**config.mk**
```make
export PLATFORM = sky130hd
export DESIGN_NAME = aicsel_top
export DESIGN_NICKNAME = d
export VERILOG_FILES = /design/src/logic/aicsel_pkg.sv /design/src/logic/aicsel_route.sv /design/src/logic/aicsel_top.sv
export SDC_FILE = /design/constraint.sdc
export NUM_CORES = 1
export LEC_CHECK = 0
export BUFFER_PORTS_ARGS = -buffer_cell sky130_fd_sc_hd__buf_2
export CORE_MARGIN = 1.5
export CORE_UTILIZATION = 32
export CTS_CLUSTER_SIZE = 24
export DETAILED_ROUTE_END_ITERATION = 8
export GPL_TIMING_DRIVEN = 0
export HOLD_SLACK_MARGIN = 0.05
export PLACE_DENSITY_LB_ADDON = 0.08
export SLEW_MARGIN = 20
export SYNTH_ARGS = -nofsm -noshare
export SYNTH_HDL_FRONTEND = slang
export SYNTH_SLANG_ARGS = --single-unit
```
**constraint.sdc**
```tcl
create_clock -name clock -period 2 [get_ports clock]
set_input_delay 0.4 -clock clock [delete_from_list [all_inputs] [get_ports clock]]
set_output_delay 0.4 -clock clock [all_outputs]
set_load 0.005 [all_outputs]
```
**src/logic/aicsel_pkg.sv**
```systemverilog
// shared constants and types for the input configuration and channel select
package aicsel_pkg;
  localparam int ADDR_WIDTH = 3;
  localparam int CHAN_COUNT = 8;
  localparam int CODE_WIDTH_12 = 12;
  localparam int CODE_WIDTH_10 = 10;
  localparam int CODES_12 = 4096;
  localparam int CODES_10 = 1024;
  localparam logic [2:0] SHARED_REF_CHAN = 3'h7;
  localparam logic [2:0] CHAN_RESET = 3'h0;
  localparam logic [1:0] CFG_RESET = 2'h0;
  localparam logic [7:0] MUX_NONE = 8'h00;

  // input arrangement, coded as {high bit, low bit}
  typedef enum logic [1:0] {
    AICSEL_SINGLE = 2'b00,
    AICSEL_DIFF = 2'b10,
    AICSEL_PSEUDO4 = 2'b01,
    AICSEL_PSEUDO7 = 2'b11
  } aicsel_cfg_t;

  // conversion control states
  typedef enum logic [1:0] {
    AICSEL_IDLE = 2'b00,
    AICSEL_CONV = 2'b01
  } aicsel_state_t;
endpackage

```
**src/logic/aicsel_route.sv**
```systemverilog
// routing decoder: arrangement and pointer to positive and negative selects
`timescale 1ns/1ns
module aicsel_route (
  input wire logic [1:0] cfg,
  input wire logic [2:0] pointer,
  output logic [7:0] pos_sel,
  output logic [7:0] neg_sel,
  output logic neg_to_ground
);
  import aicsel_pkg::*;

  // pair base channel for differential and four-pair pseudo arrangements
  wire [2:0] pair_pos = {pointer[1:0], 1'b0};
  wire [2:0] pair_neg = {pointer[1:0], 1'b1};
  wire [2:0] pos_idx = (cfg == AICSEL_DIFF || cfg == AICSEL_PSEUDO4) ?
                       pair_pos : pointer;
  wire is_single = (cfg == AICSEL_SINGLE);
  wire is_pseudo7 = (cfg == AICSEL_PSEUDO7);
  // pointer seven has no partner in the seven-input arrangement
  wire p7_bad = is_pseudo7 && (pointer == SHARED_REF_CHAN);

  // one-hot selects for the analog multiplexer
  always_comb begin
    pos_sel = MUX_NONE;
    neg_sel = MUX_NONE;
    neg_to_ground = 1'b0;
    if (is_single) begin
      pos_sel[pointer] = 1'b1;
      neg_to_ground = 1'b1;
    end else if (is_pseudo7) begin
      if (!p7_bad) begin
        pos_sel[pointer] = 1'b1;
        neg_sel[SHARED_REF_CHAN] = 1'b1;
      end
    end else begin
      pos_sel[pos_idx] = 1'b1;
      neg_sel[pair_neg] = 1'b1;
    end
  end
endmodule

```
**src/logic/aicsel_top.sv**
```systemverilog
// input configuration decode and channel select control of the converter
// Functional notes
// - both config bits zero: eight single-ended, ground
// - bits low 0 high 1: four differential pairs
// - 1,0 four pseudo pairs; 1,1 seven pseudo
// - seven-input mode uses input seven as reference
// - differential span maps across full code range
// - both sequencing bits clear: traditional multichannel
// - each control write with both sequencing bits clear sets the next conversion's channel
`timescale 1ns/1ns
module aicsel_top #(
  parameter int CODE_WIDTH = aicsel_pkg::CODE_WIDTH_12
) (
  input wire logic clock,
  input wire logic rst_b,
  input wire logic ctrl_write,
  input wire logic input_config_bit_low,
  input wire logic input_config_bit_high,
  input wire logic auto_scan_select,
  input wire logic channel_mask_select,
  input wire logic [aicsel_pkg::ADDR_WIDTH-1:0] channel_pointer,
  input wire logic conv_start,
  input wire logic conv_done,
  output logic [7:0] positive_analog_input,
  output logic [7:0] negative_analog_input,
  output logic neg_ground_tie,
  output logic differential_coding,
  output logic [CODE_WIDTH-1:0] full_scale_code,
  output logic traditional_mode,
  output logic [1:0] active_config,
  output logic [2:0] active_channel,
  output logic converting
);
  import aicsel_pkg::*;

  logic [1:0] pend_cfg_reg;
  logic [1:0] pend_cfg_next;
  logic [2:0] pend_ptr_reg;
  logic [2:0] pend_ptr_next;
  logic trad_reg;
  logic trad_next;
  logic [1:0] act_cfg_reg;
  logic [2:0] act_ptr_reg;
  aicsel_state_t state_reg;
  aicsel_state_t state_next;
  logic [7:0] pos_sel;
  logic [7:0] neg_sel;
  logic neg_gnd;

  // both sequencing bits clear means a traditional write
  function automatic logic seq_is_trad(input logic scan,
    input logic mask);
    return ~scan & ~mask;
  endfunction

  // true for the fully differential arrangement
  function automatic logic cfg_is_diff(input logic [1:0] cfg);
    return cfg == AICSEL_DIFF;
  endfunction

  // number of codes across the span, by converter width
  localparam int SPAN_CODES = (CODE_WIDTH == CODE_WIDTH_10) ? CODES_10 :
                              CODES_12;

  // write decode; the pointer only steers in traditional mode
  wire wr_trad = seq_is_trad(auto_scan_select, channel_mask_select);
  wire ptr_take = ctrl_write && wr_trad;
  wire [1:0] wr_cfg = {input_config_bit_high, input_config_bit_low};
  wire start_ok = conv_start && (state_reg == AICSEL_IDLE);

  // a start in the write cycle already sees the new settings
  wire [1:0] start_cfg = ctrl_write ? wr_cfg : pend_cfg_reg;
  wire [2:0] start_ptr = ptr_take ? channel_pointer : pend_ptr_reg;

  // sequencing status follows each write
  assign trad_next = ctrl_write ? wr_trad : trad_reg;

  // pending arrangement follows every control write, pending pointer only traditional writes
  always_comb begin
    pend_cfg_next = pend_cfg_reg;
    pend_ptr_next = pend_ptr_reg;
    if (ctrl_write) begin
      pend_cfg_next = wr_cfg;
    end
    if (ptr_take) begin
      pend_ptr_next = channel_pointer;
    end
  end

  // conversion tracking
  always_comb begin
    state_next = state_reg;
    case (state_reg)
      AICSEL_IDLE: begin
        if (conv_start) begin
          state_next = AICSEL_CONV;
        end
      end
      AICSEL_CONV: begin
        if (conv_done) begin
          state_next = AICSEL_IDLE;
        end
      end
      default: state_next = AICSEL_IDLE;
    endcase
  end

  // pending arrangement register
  always_ff @(posedge clock or negedge rst_b) begin
    if (!rst_b) begin
      pend_cfg_reg <= CFG_RESET;
    end else begin
      pend_cfg_reg <= pend_cfg_next;
    end
  end

  // pending pointer; refused writes leave it as it was
  always_ff @(posedge clock or negedge rst_b) begin
    if (!rst_b) begin
      pend_ptr_reg <= CHAN_RESET;
    end else begin
      pend_ptr_reg <= pend_ptr_next;
    end
  end

  // sequencing status of the last write
  always_ff @(posedge clock or negedge rst_b) begin
    if (!rst_b) begin
      trad_reg <= 1'b1;
    end else begin
      trad_reg <= trad_next;
    end
  end

  // conversion state register
  always_ff @(posedge clock or negedge rst_b) begin
    if (!rst_b) begin
      state_reg <= AICSEL_IDLE;
    end else begin
      state_reg <= state_next;
    end
  end

  // arrangement in force latches only at an accepted start
  always_ff @(posedge clock or negedge rst_b) begin
    if (!rst_b) begin
      act_cfg_reg <= CFG_RESET;
    end else if (start_ok) begin
      act_cfg_reg <= start_cfg;
    end
  end

  // pointer in force latches only at an accepted start
  always_ff @(posedge clock or negedge rst_b) begin
    if (!rst_b) begin
      act_ptr_reg <= CHAN_RESET;
    end else if (start_ok) begin
      act_ptr_reg <= start_ptr;
    end
  end

  aicsel_route u_route (
    .cfg(act_cfg_reg),
    .pointer(act_ptr_reg),
    .pos_sel(pos_sel),
    .neg_sel(neg_sel),
    .neg_to_ground(neg_gnd)
  );

  // arrangement in force codes a signed span
  wire act_is_diff = cfg_is_diff(act_cfg_reg);

  // positive mux drive
  always_ff @(posedge clock or negedge rst_b) begin
    if (!rst_b) begin
      positive_analog_input <= MUX_NONE;
    end else begin
      positive_analog_input <= pos_sel;
    end
  end

  // negative mux drive
  always_ff @(posedge clock or negedge rst_b) begin
    if (!rst_b) begin
      negative_analog_input <= MUX_NONE;
    end else begin
      negative_analog_input <= neg_sel;
    end
  end

  // ground tie of the negative side
  always_ff @(posedge clock or negedge rst_b) begin
    if (!rst_b) begin
      neg_ground_tie <= 1'b1;
    end else begin
      neg_ground_tie <= neg_gnd;
    end
  end

  // differential coding flag
  always_ff @(posedge clock or negedge rst_b) begin
    if (!rst_b) begin
      differential_coding <= 1'b0;
    end else begin
      differential_coding <= act_is_diff;
    end
  end

  // full span of codes ends at the last code of the width
  assign full_scale_code = CODE_WIDTH'(SPAN_CODES - 1);

  // sequencing status seen by the host
  assign traditional_mode = trad_reg;

  // settings in force for the running conversion
  assign active_config = act_cfg_reg;
  assign active_channel = act_ptr_reg;

  // busy while a conversion runs
  assign converting = (state_reg == AICSEL_CONV);
endmodule
```
Yosys cells after proc, flatten, opt, wreduce, memory -nomap -nowiden. Cells that the tools add are included.

Magnitude comparators: 6. Equality and inequality tests: 7. Muxes and demuxes: 20. Bitwise gates (word level): 3. Reduce and logical (&&, ||, !) cells: 10.

Operators by type and width (number): 8-bit 2-to-1 mux (4); 3-bit by 4-bit less-than comparator with 1-bit output, second input constant (3); 3-bit by 1-bit greater-or-equal comparator with 1-bit output, second input constant (3); 1-bit demux with 3-bit select (2); 1-bit logical AND (6); 1-bit 2-to-1 mux (6); 2-bit 2-to-1 mux (3); 3-bit 2-to-1 mux (2); 6-bit 2-to-1 mux (1); 2-bit by 1-bit equality test with 1-bit output, second input constant (2); 2-bit equality test, second input constant (2); 2-bit logical NOT (2); 2-bit != test, second input constant (2); 2-bit one-hot mux with 2 select lines (1); 3-bit equality test, second input constant (1); 1-bit demux with 2-bit select (1); 1-bit inverter (2); 2-bit AND reduction (1); 1-bit bitwise AND (1); 1-bit logical OR (1).

Register bits: 31. Input port bits: 12. Output and inout bits: 37.

Logic depth before layout (Yosys ltp). Gate-level depths: netlist (run 1).

Depth in word-level cells: 9. Mapped depth: 5.

Modules after synthesis. From an unflattened synthesis (run 1), not the netlist that was laid out.

Cell total of the unflattened synthesis: 95. Area, all modules: 1268.7 µm².

Modules (own cells, without submodules): aicsel_top (times used 1, cells each 60, area an instance 1012.2 µm², seq. area each 753.2 µm²); aicsel_route (times used 1, cells each 35, area an instance 256.5 µm², seq. area each 0.0 µm²).

Worst setup path before layout (run 1). Ideal clock, no wire load.

Kind: register to register. Start point: register act_cfg_reg[1] (netlist: active_config[1]). End point: register positive_analog_input[4]. Setup time: 0.126 ns. Data arrival time: 1.438 ns. Path slack: 0.436 ns. Cell stages (with the launch flop): 6. Cells stage by stage: dfrtp_1 ha_1 clkbuf_1 or3b_2 nand2_1 o22ai_1.

Cells in the longest elaborated chain, start to end: 9.

Ends and longest elaborated chain: from (decl) (line aicsel_top.sv:42) `logic [1:0] act_cfg_reg;`; from (signal assigned) (line aicsel_top.sv:149) `act_cfg_reg <= start_cfg;`; 2-bit equality test / 2-bit by 1-bit equality test with 1-bit output (equally long branches) (line aicsel_route.sv:15) `wire [2:0] pos_idx = (cfg == AICSEL_DIFF || cfg == AICSEL_PSEUDO4) ?`; 1-bit logical OR (line aicsel_route.sv:15); 3-bit 2-to-1 mux (line aicsel_route.sv:15); 3-bit by 4-bit less-than comparator with 1-bit output (implied by the code) / 3-bit by 1-bit greater-or-equal comparator with 1-bit output (equally long branches) (line aicsel_route.sv:36) `pos_sel[pos_idx] = 1'b1;`; 1-bit logical AND (implied by the code) (line aicsel_route.sv:36); 1-bit 2-to-1 mux (implied by the code) (line aicsel_route.sv:36); 1-bit demux with 3-bit select; 8-bit 2-to-1 mux (line aicsel_route.sv:30) `end else if (is_pseudo7) begin`; 8-bit 2-to-1 mux (*) (line aicsel_route.sv:27) `if (is_single) begin`; via pos_sel[4] (line aicsel_top.sv:46) `logic [7:0] pos_sel;`; to (signal assigned) (line aicsel_top.sv:178) `positive_analog_input <= pos_sel;`; to (decl) (line aicsel_top.sv:24) `output logic [7:0] positive_analog_input,`.

The timed path passes the listed nets; every way through them passes the cells marked *. A chain may end at the register's enable or synchronous reset.

Worst setup path after layout (run 1).
Start point: register act_cfg_reg[0] (netlist: active_config[0]). End point: register positive_analog_input[4].

The elaborated chain is that of the path after synthesis.

==> metrics.log, run 1 <==
[metrics] run status: finished clean
[metrics] detailed-routing iteration count for the pre-antenna-repair pass: 4
[metrics] area of the multi-input gates: 378 sq um
[metrics] buffer depth of the longest clock path: 2
[metrics] Critical Setup Path Class: reg -> reg
[metrics] highest cell delay on the worst timing path: 550 ps
[metrics] DIE AREA: 3860 sq um
[metrics] Layout Nets: 158
[metrics] Hold Path Class: in -> async
[metrics] maximum number of pins on one net before global-route repair: 27
[metrics] final max-slew violation count: 0
[metrics] dominant synthesized flop cell: dfrtp_1
[metrics] worst rel slew slack: 0.624
[metrics] Final Instance Area: 1440 sq um
[metrics] summed instance area of the synthesized netlist: 1120 sq um
[metrics] wire length of the first global-routing pass: 2.96 mm
[metrics] Area growth syn-to-layout: 28.9%
[metrics] Max Clock Skew: 9.18 ps
[metrics] maximum fanout along the worst path: 8
[metrics] required time worst endpoint: 2210 ps
[metrics] antenna fix cells: 0
[metrics] Seq cells post-synth: 26
[metrics] remaining design rule violation count: 0
[metrics] Post-Synthesis Mean Instance Area: 12.1 sq um
[metrics] total CTS buffers: 3
[metrics] Setup crit start kind: register
[metrics] number of instances in the synthesized netlist: 92
[metrics] r2r setup slk: 330 ps
[metrics] hold slack: 53.5 ps
[metrics] Slowest-stage cell, CP: or3b_2
[metrics] Routability Congestion: 0.666
[metrics] post-route minimum period: 1670 ps
[metrics] number of distinct library cell variants in the gate-level netlist after synthesis: 25
[metrics] Core Box Area: 3340 sq um
[metrics] cell type with the largest total area after synthesis: dfrtp_1
[metrics] Die H: 62.1 um
[metrics] number of global-route vias before repair: 642
[metrics] top cell type's share of synthesized area: 0.538
[metrics] slew at the pin closest to its max-slew limit: 564 ps
[metrics] Tot GR Track Use: 0.108
[metrics] DPL Wire Length: 1.47 mm
[metrics] total congestion overflow: 0
[metrics] Setup Viol. Count Final: 0
[metrics] most frequent cell after synthesis: dfrtp_1
[metrics] synth cell count leaders: 24 x dfrtp_1, 16 x buf_4, 5 x mux2_2, 5 x nor3_1
[metrics] total count of hold-check failures in the final report: 0
[metrics] total length of routed wires: 1.89 mm
[metrics] kind of end point of the critical path: register
[metrics] count of buffers inserted at the top-level ports: 32
[metrics] leading cell types by total area after synthesis: dfrtp_1 54%, buf_4 11%, mux2_2 5.0%, dfstp_2 4.7%, mux2_4 4.0%
[metrics] number of enable flip-flop cells after synthesis: 0
[metrics] top-level port count: 49
[metrics] largest registers: positive_analog_input x8, negative_analog_input x4
[metrics] via count: 725
[metrics] Post-CTS Setup Repair Bufs: 0
[metrics] post-layout power: 1.58 mW
[metrics] share of the clock period used by the worst path after layout: 0.837
[metrics] Highest Signal Layer: met4
[metrics] utilization after layout: 0.432
[metrics] maxcap violations: 0
[metrics] Sum Neg Setup Slack: 0 ps
[metrics] data arrival time of the worst path: 1890 ps
[metrics] Rows: 21
[metrics] starting density of the core: 0.335
[metrics] average routed wire per standard cell: 10.1 um
[metrics] Max rail drop VDD: 0.285 mV
[metrics] clock tree from TritonCTS: done
[metrics] number of H-tree levels: 1
[metrics] register area: 653 sq um
[metrics] Worst-path clk slew: 140 ps
[metrics] via density per instance: 3.86
[metrics] leakage: 0.764 nW
[metrics] number of clock sinks seen by CTS: 26
[metrics] total power per unit cell area: 1100 nW/um^2
[metrics] post-detailed-placement cell area: 1390 sq um
[metrics] DRC marker count from the first detailed-route iteration: 18
[metrics] maximum clock frequency: 597 MHz
[metrics] count of cells resized by post-cts repair: 0
[metrics] number of fill cells in the layout: 347
[metrics] antenna violations before repair: 0
[metrics] Die Wd: 62.1 um
[metrics] number of warning messages in the yosys log: 0
[metrics] post-detailed-route count of antenna-violating nets: 0
[metrics] flip-flop count of the largest register, all copies and words added: 8
[metrics] Clk Latency, worst-skew pair: 320 ps
[metrics] cell at the root of the clock tree: clkbuf_4
[metrics] total length of routed met2 wires: 969 um
[metrics] register area share after synthesis: 0.585
[metrics] chain of cells forming the critical path: ha_1 > clkbuf_1 > or3b_2 > nand2_1 > o22ai_1
[metrics] routed wire length on met3: 115 um
[metrics] Met1 Routed Length: 777 um
[metrics] share of cells above drive strength 1: 0.458
[metrics] register with the most flip-flops: positive_analog_input
[metrics] Post-CTS Hold Buffers: 0
[metrics] RSZ-0062 raised after global routing: false
[metrics] Async S/R FF share, synth: 1.00
-- metrics by stage --
stage | worst slack (ps) | std cells
3_5_place_dp | 330 | 184
2_1_floorplan | 436 | 106
5_1_grt | 247 | 188
3_3_place_gp | 356 | 184
4_1_cts | 321 | 188
6_report | 326 | 188
-- cells in the final DEF (no fill, tap or decap) --
master and count:
nand2b_1 2, or3b_2 1, a21oi_1 3, and3_1 1
buf_4 16, ha_1 3, inv_1 3, mux2_4 3
clkbuf_4 3, bufinv_16 1, dfrtp_1 24, or3_1 1
clkbuf_1 2, o21a_1 1, nor3_1 5, o21ai_0 4
conb_1 16, a211oi_1 1, or2_2 1, nor2_1 3
o22ai_1 2, nor2b_1 1, dfstp_2 2, or3b_4 1
nor3b_1 1, buf_2 32, nand2_1 4, mux2_2 5
-- logic make-up (layout without fill, tap and decap cells) --
kind of cell    count (synthesis)  in the layout  share of synthesized area
flops                          26             26                      0.585
simple gates                   21             21                      0.104
buf+inv                        21             57                      0.124
compound gates                 11             11                     0.0560
mux                             8              8                     0.0907
fa+ha+maj                       3              3                     0.0336
other cells                     2             16                    0.00672
-- where the power goes --
part | total [mW] | internal [mW] | switching, mW
logic | 0.466 | 0.242 | 0.223
registers | 0.759 | 0.676 | 0.0830
clock network | 0.353 | 0.203 | 0.151
total | 1.58 | 1.12 | 0.457
-- area by class of cell --
type | count | area share
buffer | 18 | 0.0886
clock buffer | 3 | 0.0156
clock inverter | 1 | 0.0209
inverter | 3 | 0.00782
multi-input combinational | 59 | 0.262
sequential | 26 | 0.454
tap | 46 | 0.0400
timing repair buffer | 32 | 0.111
-- worst max-delay path: cells and delay by family (launching register included) --
family	cells	cell delay (ps)
AO/OA/AOI/OAI	1	100
adder cells (fa/ha/maj)	1	200
buffers and inverters	1	180
flip-flops	1	420
AND/OR/NAND/NOR	2	680
-- per-layer routing --
| metal | up-vias | GRT usage |
|---|---|---|
| met5 | - | 0 |
| met4 | 0 | 0.0638 |
| met3 | 2 | 0.0186 |
| met2 | 24 | 0.167 |
| met1 | 326 | 0.142 |
| li1 | 373 | - |
-- path summary, 6_finish.rpt --
check,from,end,depth (start not counted)
max reg2reg,active_config[0]$_DFFE_PN0P_,positive_analog_input[4]$_DFF_PN0_,5
max in group asynchronous,rst_b,traditional_mode$_DFFE_PN1P_,1
min,rst_b,negative_analog_input[1]$_DFF_PN0_,1
min reg2reg,traditional_mode$_DFFE_PN1P_,traditional_mode$_DFFE_PN1P_,2
max,active_config[0]$_DFFE_PN0P_,positive_analog_input[4]$_DFF_PN0_,5
min in group clock,conv_done,state_reg[0]$_DFFE_PN0P_,2
Power figures use the tool's default switching activity.
==> run 2, diff against run 1 <==
==> constraint.sdc (replaced) <==
create_clock -name clock -period 1.74 [get_ports clock]
set_input_delay 0.348 -clock clock [delete_from_list [all_inputs] [get_ports clock]]
set_output_delay 0.348 -clock clock [all_outputs]
set_load 0.005 [all_outputs]
==> run 2 against run 1 <==
Effect of this change:
- routed wire length grew 0.74%
- clock power grew 15%
- global-route usage is the same
- first-iteration DRC count shrank 39%
- register-to-register slack lost 160 ps
- non-clock buffer count grew 1
- worst hold slack gained 140 ps
- worst setup slack lost 160 ps
- combinational power grew 17%
- clock skew is essentially flat
- sequential power grew 15%
- critical endpoint unchanged
- largest cell class unchanged
- largest power group unchanged
- highest routed layer unchanged
==> metrics.log, run 2 (same netlist as run 1, synthesis figures left out) <==
[metrics] largest registers: positive_analog_input x8, negative_analog_input x4 (unchanged)
[metrics] total congestion overflow: 0 (unchanged)
[metrics] post-route minimum period: 1570 ps (was 1670 ps)
[metrics] Layout Nets: 159 (was 158)
[metrics] post-detailed-route count of antenna-violating nets: 0 (unchanged)
[metrics] Die Wd: 62.1 um (unchanged)
[metrics] RSZ-0062 raised after global routing: false (unchanged)
[metrics] count of buffers inserted at the top-level ports: 32 (unchanged)
[metrics] area of the multi-input gates: 380 sq um (was 378 sq um)
[metrics] DRC marker count from the first detailed-route iteration: 11 (was 18)
[metrics] cells on worst reg2reg path: 5 (unchanged)
[metrics] leakage: 0.769 nW (was 0.764 nW)
[metrics] leading cell type in the layout, fill and taps excluded: buf_2 (unchanged)
[metrics] data arrival time of the worst path: 1790 ps (was 1890 ps)
[metrics] Setup Viol. Count Final: 0 (unchanged)
[metrics] switching share of total power: 0.289 (was 0.290)
[metrics] worst rel slew slack: 0.622 (was 0.624)
[metrics] run status: finished clean (unchanged)
[metrics] kind of end point of the critical path: register (unchanged)
[metrics] register with the most flip-flops: positive_analog_input (unchanged)
[metrics] net switching component of the power: 528 uW (was 457 uW)
[metrics] average routed wire per standard cell: 10.1 um (about the same)
[metrics] logic depth of the worst setup path including buffers: 5 (unchanged)
[metrics] relative contribution of sequential cells to total power: 0.478 (was 0.481)
[metrics] Clk network pwr share: 0.223 (was 0.224)
[metrics] register area: 653 sq um (unchanged)
[metrics] Max Clock Skew: 9.10 ps (was 9.18 ps)
[metrics] required time worst endpoint: 1950 ps (was 2210 ps)
[metrics] combinational group share of total power: 0.299 (was 0.295)
[metrics] number of global-route vias before repair: 642 (unchanged)
[metrics] antenna violations before repair: 0 (unchanged)
[metrics] Area growth syn-to-layout: 30.0% (was 28.9%)
[metrics] Slowest-stage cell, CP: or3b_4 (was or3b_2)
[metrics] utilization after layout: 0.435 (was 0.432)
[metrics] maxcap violations: 0 (unchanged)
[metrics] maximum number of pins on one net before global-route repair: 27 (unchanged)
[metrics] Max rail drop VDD: 0.328 mV (was 0.285 mV)
[metrics] highest cell delay on the worst timing path: 450 ps (was 550 ps)
[metrics] number of clock sinks seen by CTS: 26 (unchanged)
[metrics] detailed-routing iteration count for the pre-antenna-repair pass: 4 (unchanged)
[metrics] DIE AREA: 3860 sq um (unchanged)
[metrics] total power per unit cell area: 1260 nW/um^2 (was 1100 nW/um^2)
[metrics] Critical Setup Path Class: reg -> reg (unchanged)
[metrics] maximum clock frequency: 635 MHz (was 597 MHz)
[metrics] total length of routed wires: 1.90 mm (was 1.89 mm)
[metrics] worst hold path startpoint: conv_done
[metrics] kind of cell with the highest combined delay on the critical path: simple AND/OR/NAND/NOR gates (unchanged)
[metrics] via density per instance: 3.89 (was 3.86)
[metrics] final max-slew violation count: 0 (unchanged)
[metrics] commonest cells after routing, fill and taps aside: 32 x buf_2, 24 x dfrtp_1, 16 x buf_4, 16 x conb_1 (unchanged)
[metrics] number of fill cells in the layout: 346 (was 347)
[metrics] antenna fix cells: 0 (unchanged)
[metrics] wire length of the first global-routing pass: 2.96 mm (unchanged)
[metrics] post-layout power: 1.82 mW (was 1.58 mW)
[metrics] Int Power: 1.30 mW (was 1.12 mW)
[metrics] hold endpoint: state_reg[0]$_DFFE_PN0P_
[metrics] maximum fanout along the worst path: 8 (unchanged)
[metrics] Worst-path clk slew: 140 ps (about the same)
[metrics] share of the clock period used by the worst path after layout: 0.905 (was 0.837)
[metrics] Rows: 21 (unchanged)
[metrics] Routability Congestion: 0.666 (unchanged)
[metrics] total CTS buffers: 3 (unchanged)
[metrics] Setup crit start kind: register (unchanged)
[metrics] reg-to-reg critical path startpoint: active_config[0]$_DFFE_PN0P_ (unchanged)
[metrics] buffer depth of the longest clock path: 2 (unchanged)
[metrics] share of cells above drive strength 1: 0.455 (was 0.458)
[metrics] total count of hold-check failures in the final report: 0 (unchanged)
[metrics] remaining design rule violation count: 0 (unchanged)
[metrics] chain of cells forming the critical path: ha_1 > clkbuf_1 > or3b_4 > nand2_1 > o22ai_1 (was ha_1 > clkbuf_1 > or3b_2 > nand2_1 > o22ai_1)
[metrics] Hold Path Class: in -> reg (was in -> async)
[metrics] flip-flop count of the largest register, all copies and words added: 8 (unchanged)
[metrics] critical register-to-register path endpoint: positive_analog_input[4]$_DFF_PN0_ (unchanged)
[metrics] number of H-tree levels: 1 (unchanged)
[metrics] Clk Latency, worst-skew pair: 320 ps (about the same)
[metrics] Tot GR Track Use: 0.108 (unchanged)
[metrics] via count: 735 (was 725)
[metrics] Core Box Area: 3340 sq um (unchanged)
[metrics] clock tree from TritonCTS: done (unchanged)
[metrics] cell at the root of the clock tree: clkbuf_4 (unchanged)
[metrics] Sum Neg Setup Slack: 0 ps (unchanged)
[metrics] DPL Wire Length: 1.47 mm (unchanged)
[metrics] Die H: 62.1 um (unchanged)
[metrics] top-level port count: 49 (unchanged)
[metrics] starting density of the core: 0.335 (unchanged)
[metrics] count of buffer and inverter cells on the critical path: 1 (unchanged)
[metrics] slew at the pin closest to its max-slew limit: 566 ps (was 564 ps)
[metrics] r2r setup slk: 170 ps (was 330 ps)
[metrics] worst hold stages: 2
-- run 2: changes by cell type in the layout (fill, tap and decap cells not counted) --
cell | before | now
dlygate4sd3_1 | 0 | 1
or3b_2 | 1 | 0
or3b_4 | 1 | 2
-- run 2: how the worst max path moves through the flow --
stage | from | to | slack (ps)
floorplan | active_config[1]$_DFFE_PN0P_ | positive_analog_input[4]$_DFF_PN0_ | 180
global placement | active_config[1]$_DFFE_PN0P_ | positive_analog_input[4]$_DFF_PN0_ | 100
detailed placement | active_config[1]$_DFFE_PN0P_ | positive_analog_input[4]$_DFF_PN0_ | 70
CTS | active_config[1]$_DFFE_PN0P_ | positive_analog_input[4]$_DFF_PN0_ | 60
global route | active_config[0]$_DFFE_PN0P_ | positive_analog_input[4]$_DFF_PN0_ | 90
finish | active_config[0]$_DFFE_PN0P_ | positive_analog_input[4]$_DFF_PN0_ | 170
-- run 2: cell type report --
type | count | share of cell area
Clock inverter | 1 | 0.0207
Inverter | 3 | 0.00775
Clock buffer | 3 | 0.0155
Sequential cell | 26 | 0.450
Multi-Input combinational cell | 59 | 0.262
Timing Repair Buffer | 33 | 0.117
Buffer | 18 | 0.0879
Tap cell | 46 | 0.0396
-- run 2: layer usage --
metal  vias to the layer above  share of wire  track usage
met4                         0          0.015       0.0638
met5                         -              0            0
met1                       334           0.41        0.142
li1                        375              -            -
met3                         2          0.058       0.0186
met2                        24           0.51        0.167
-- run 2: per-stage QoR --
stage          instances  cell area [sq um]  setup slack, ps  hold WS, ps
4_1_cts              189               1450             61.3          180
3_3_place_gp         184               1390             95.9          367
3_5_place_dp         184               1390             69.7          381
5_1_grt              189               1450             87.5          169
6_report             189               1450              166          189
2_1_floorplan        106               1170              176         52.4
-- run 2: worst register-to-register path: cells and delay by family, from the launching register on --
family / cells / cell delay [ps]
simple gates: 2 / 580
flops: 1 / 420
fa+ha+maj: 1 / 200
buf+inv: 1 / 180
compound gates: 1 / 100
-- run 2: repair_timing --
action	CTS	global route
hold buffers	1	0
resized for setup	0	1
setup buffers	0	0
endpoints found under the setup margin	0	1
hold endpoints to repair	24	0
-- run 2: power by group through the flow --
stage | sequential [mW] | clock [mW] | combinational, mW
2_1_floorplan | 0.896 | 0 | 0.296
3_3_place_gp | 0.883 | 0 | 0.543
3_5_place_dp | 0.888 | 0 | 0.544
4_1_cts | 0.875 | 0.420 | 0.547
5_1_grt | 0.902 | 0.450 | 0.637
6_report | 0.872 | 0.406 | 0.546
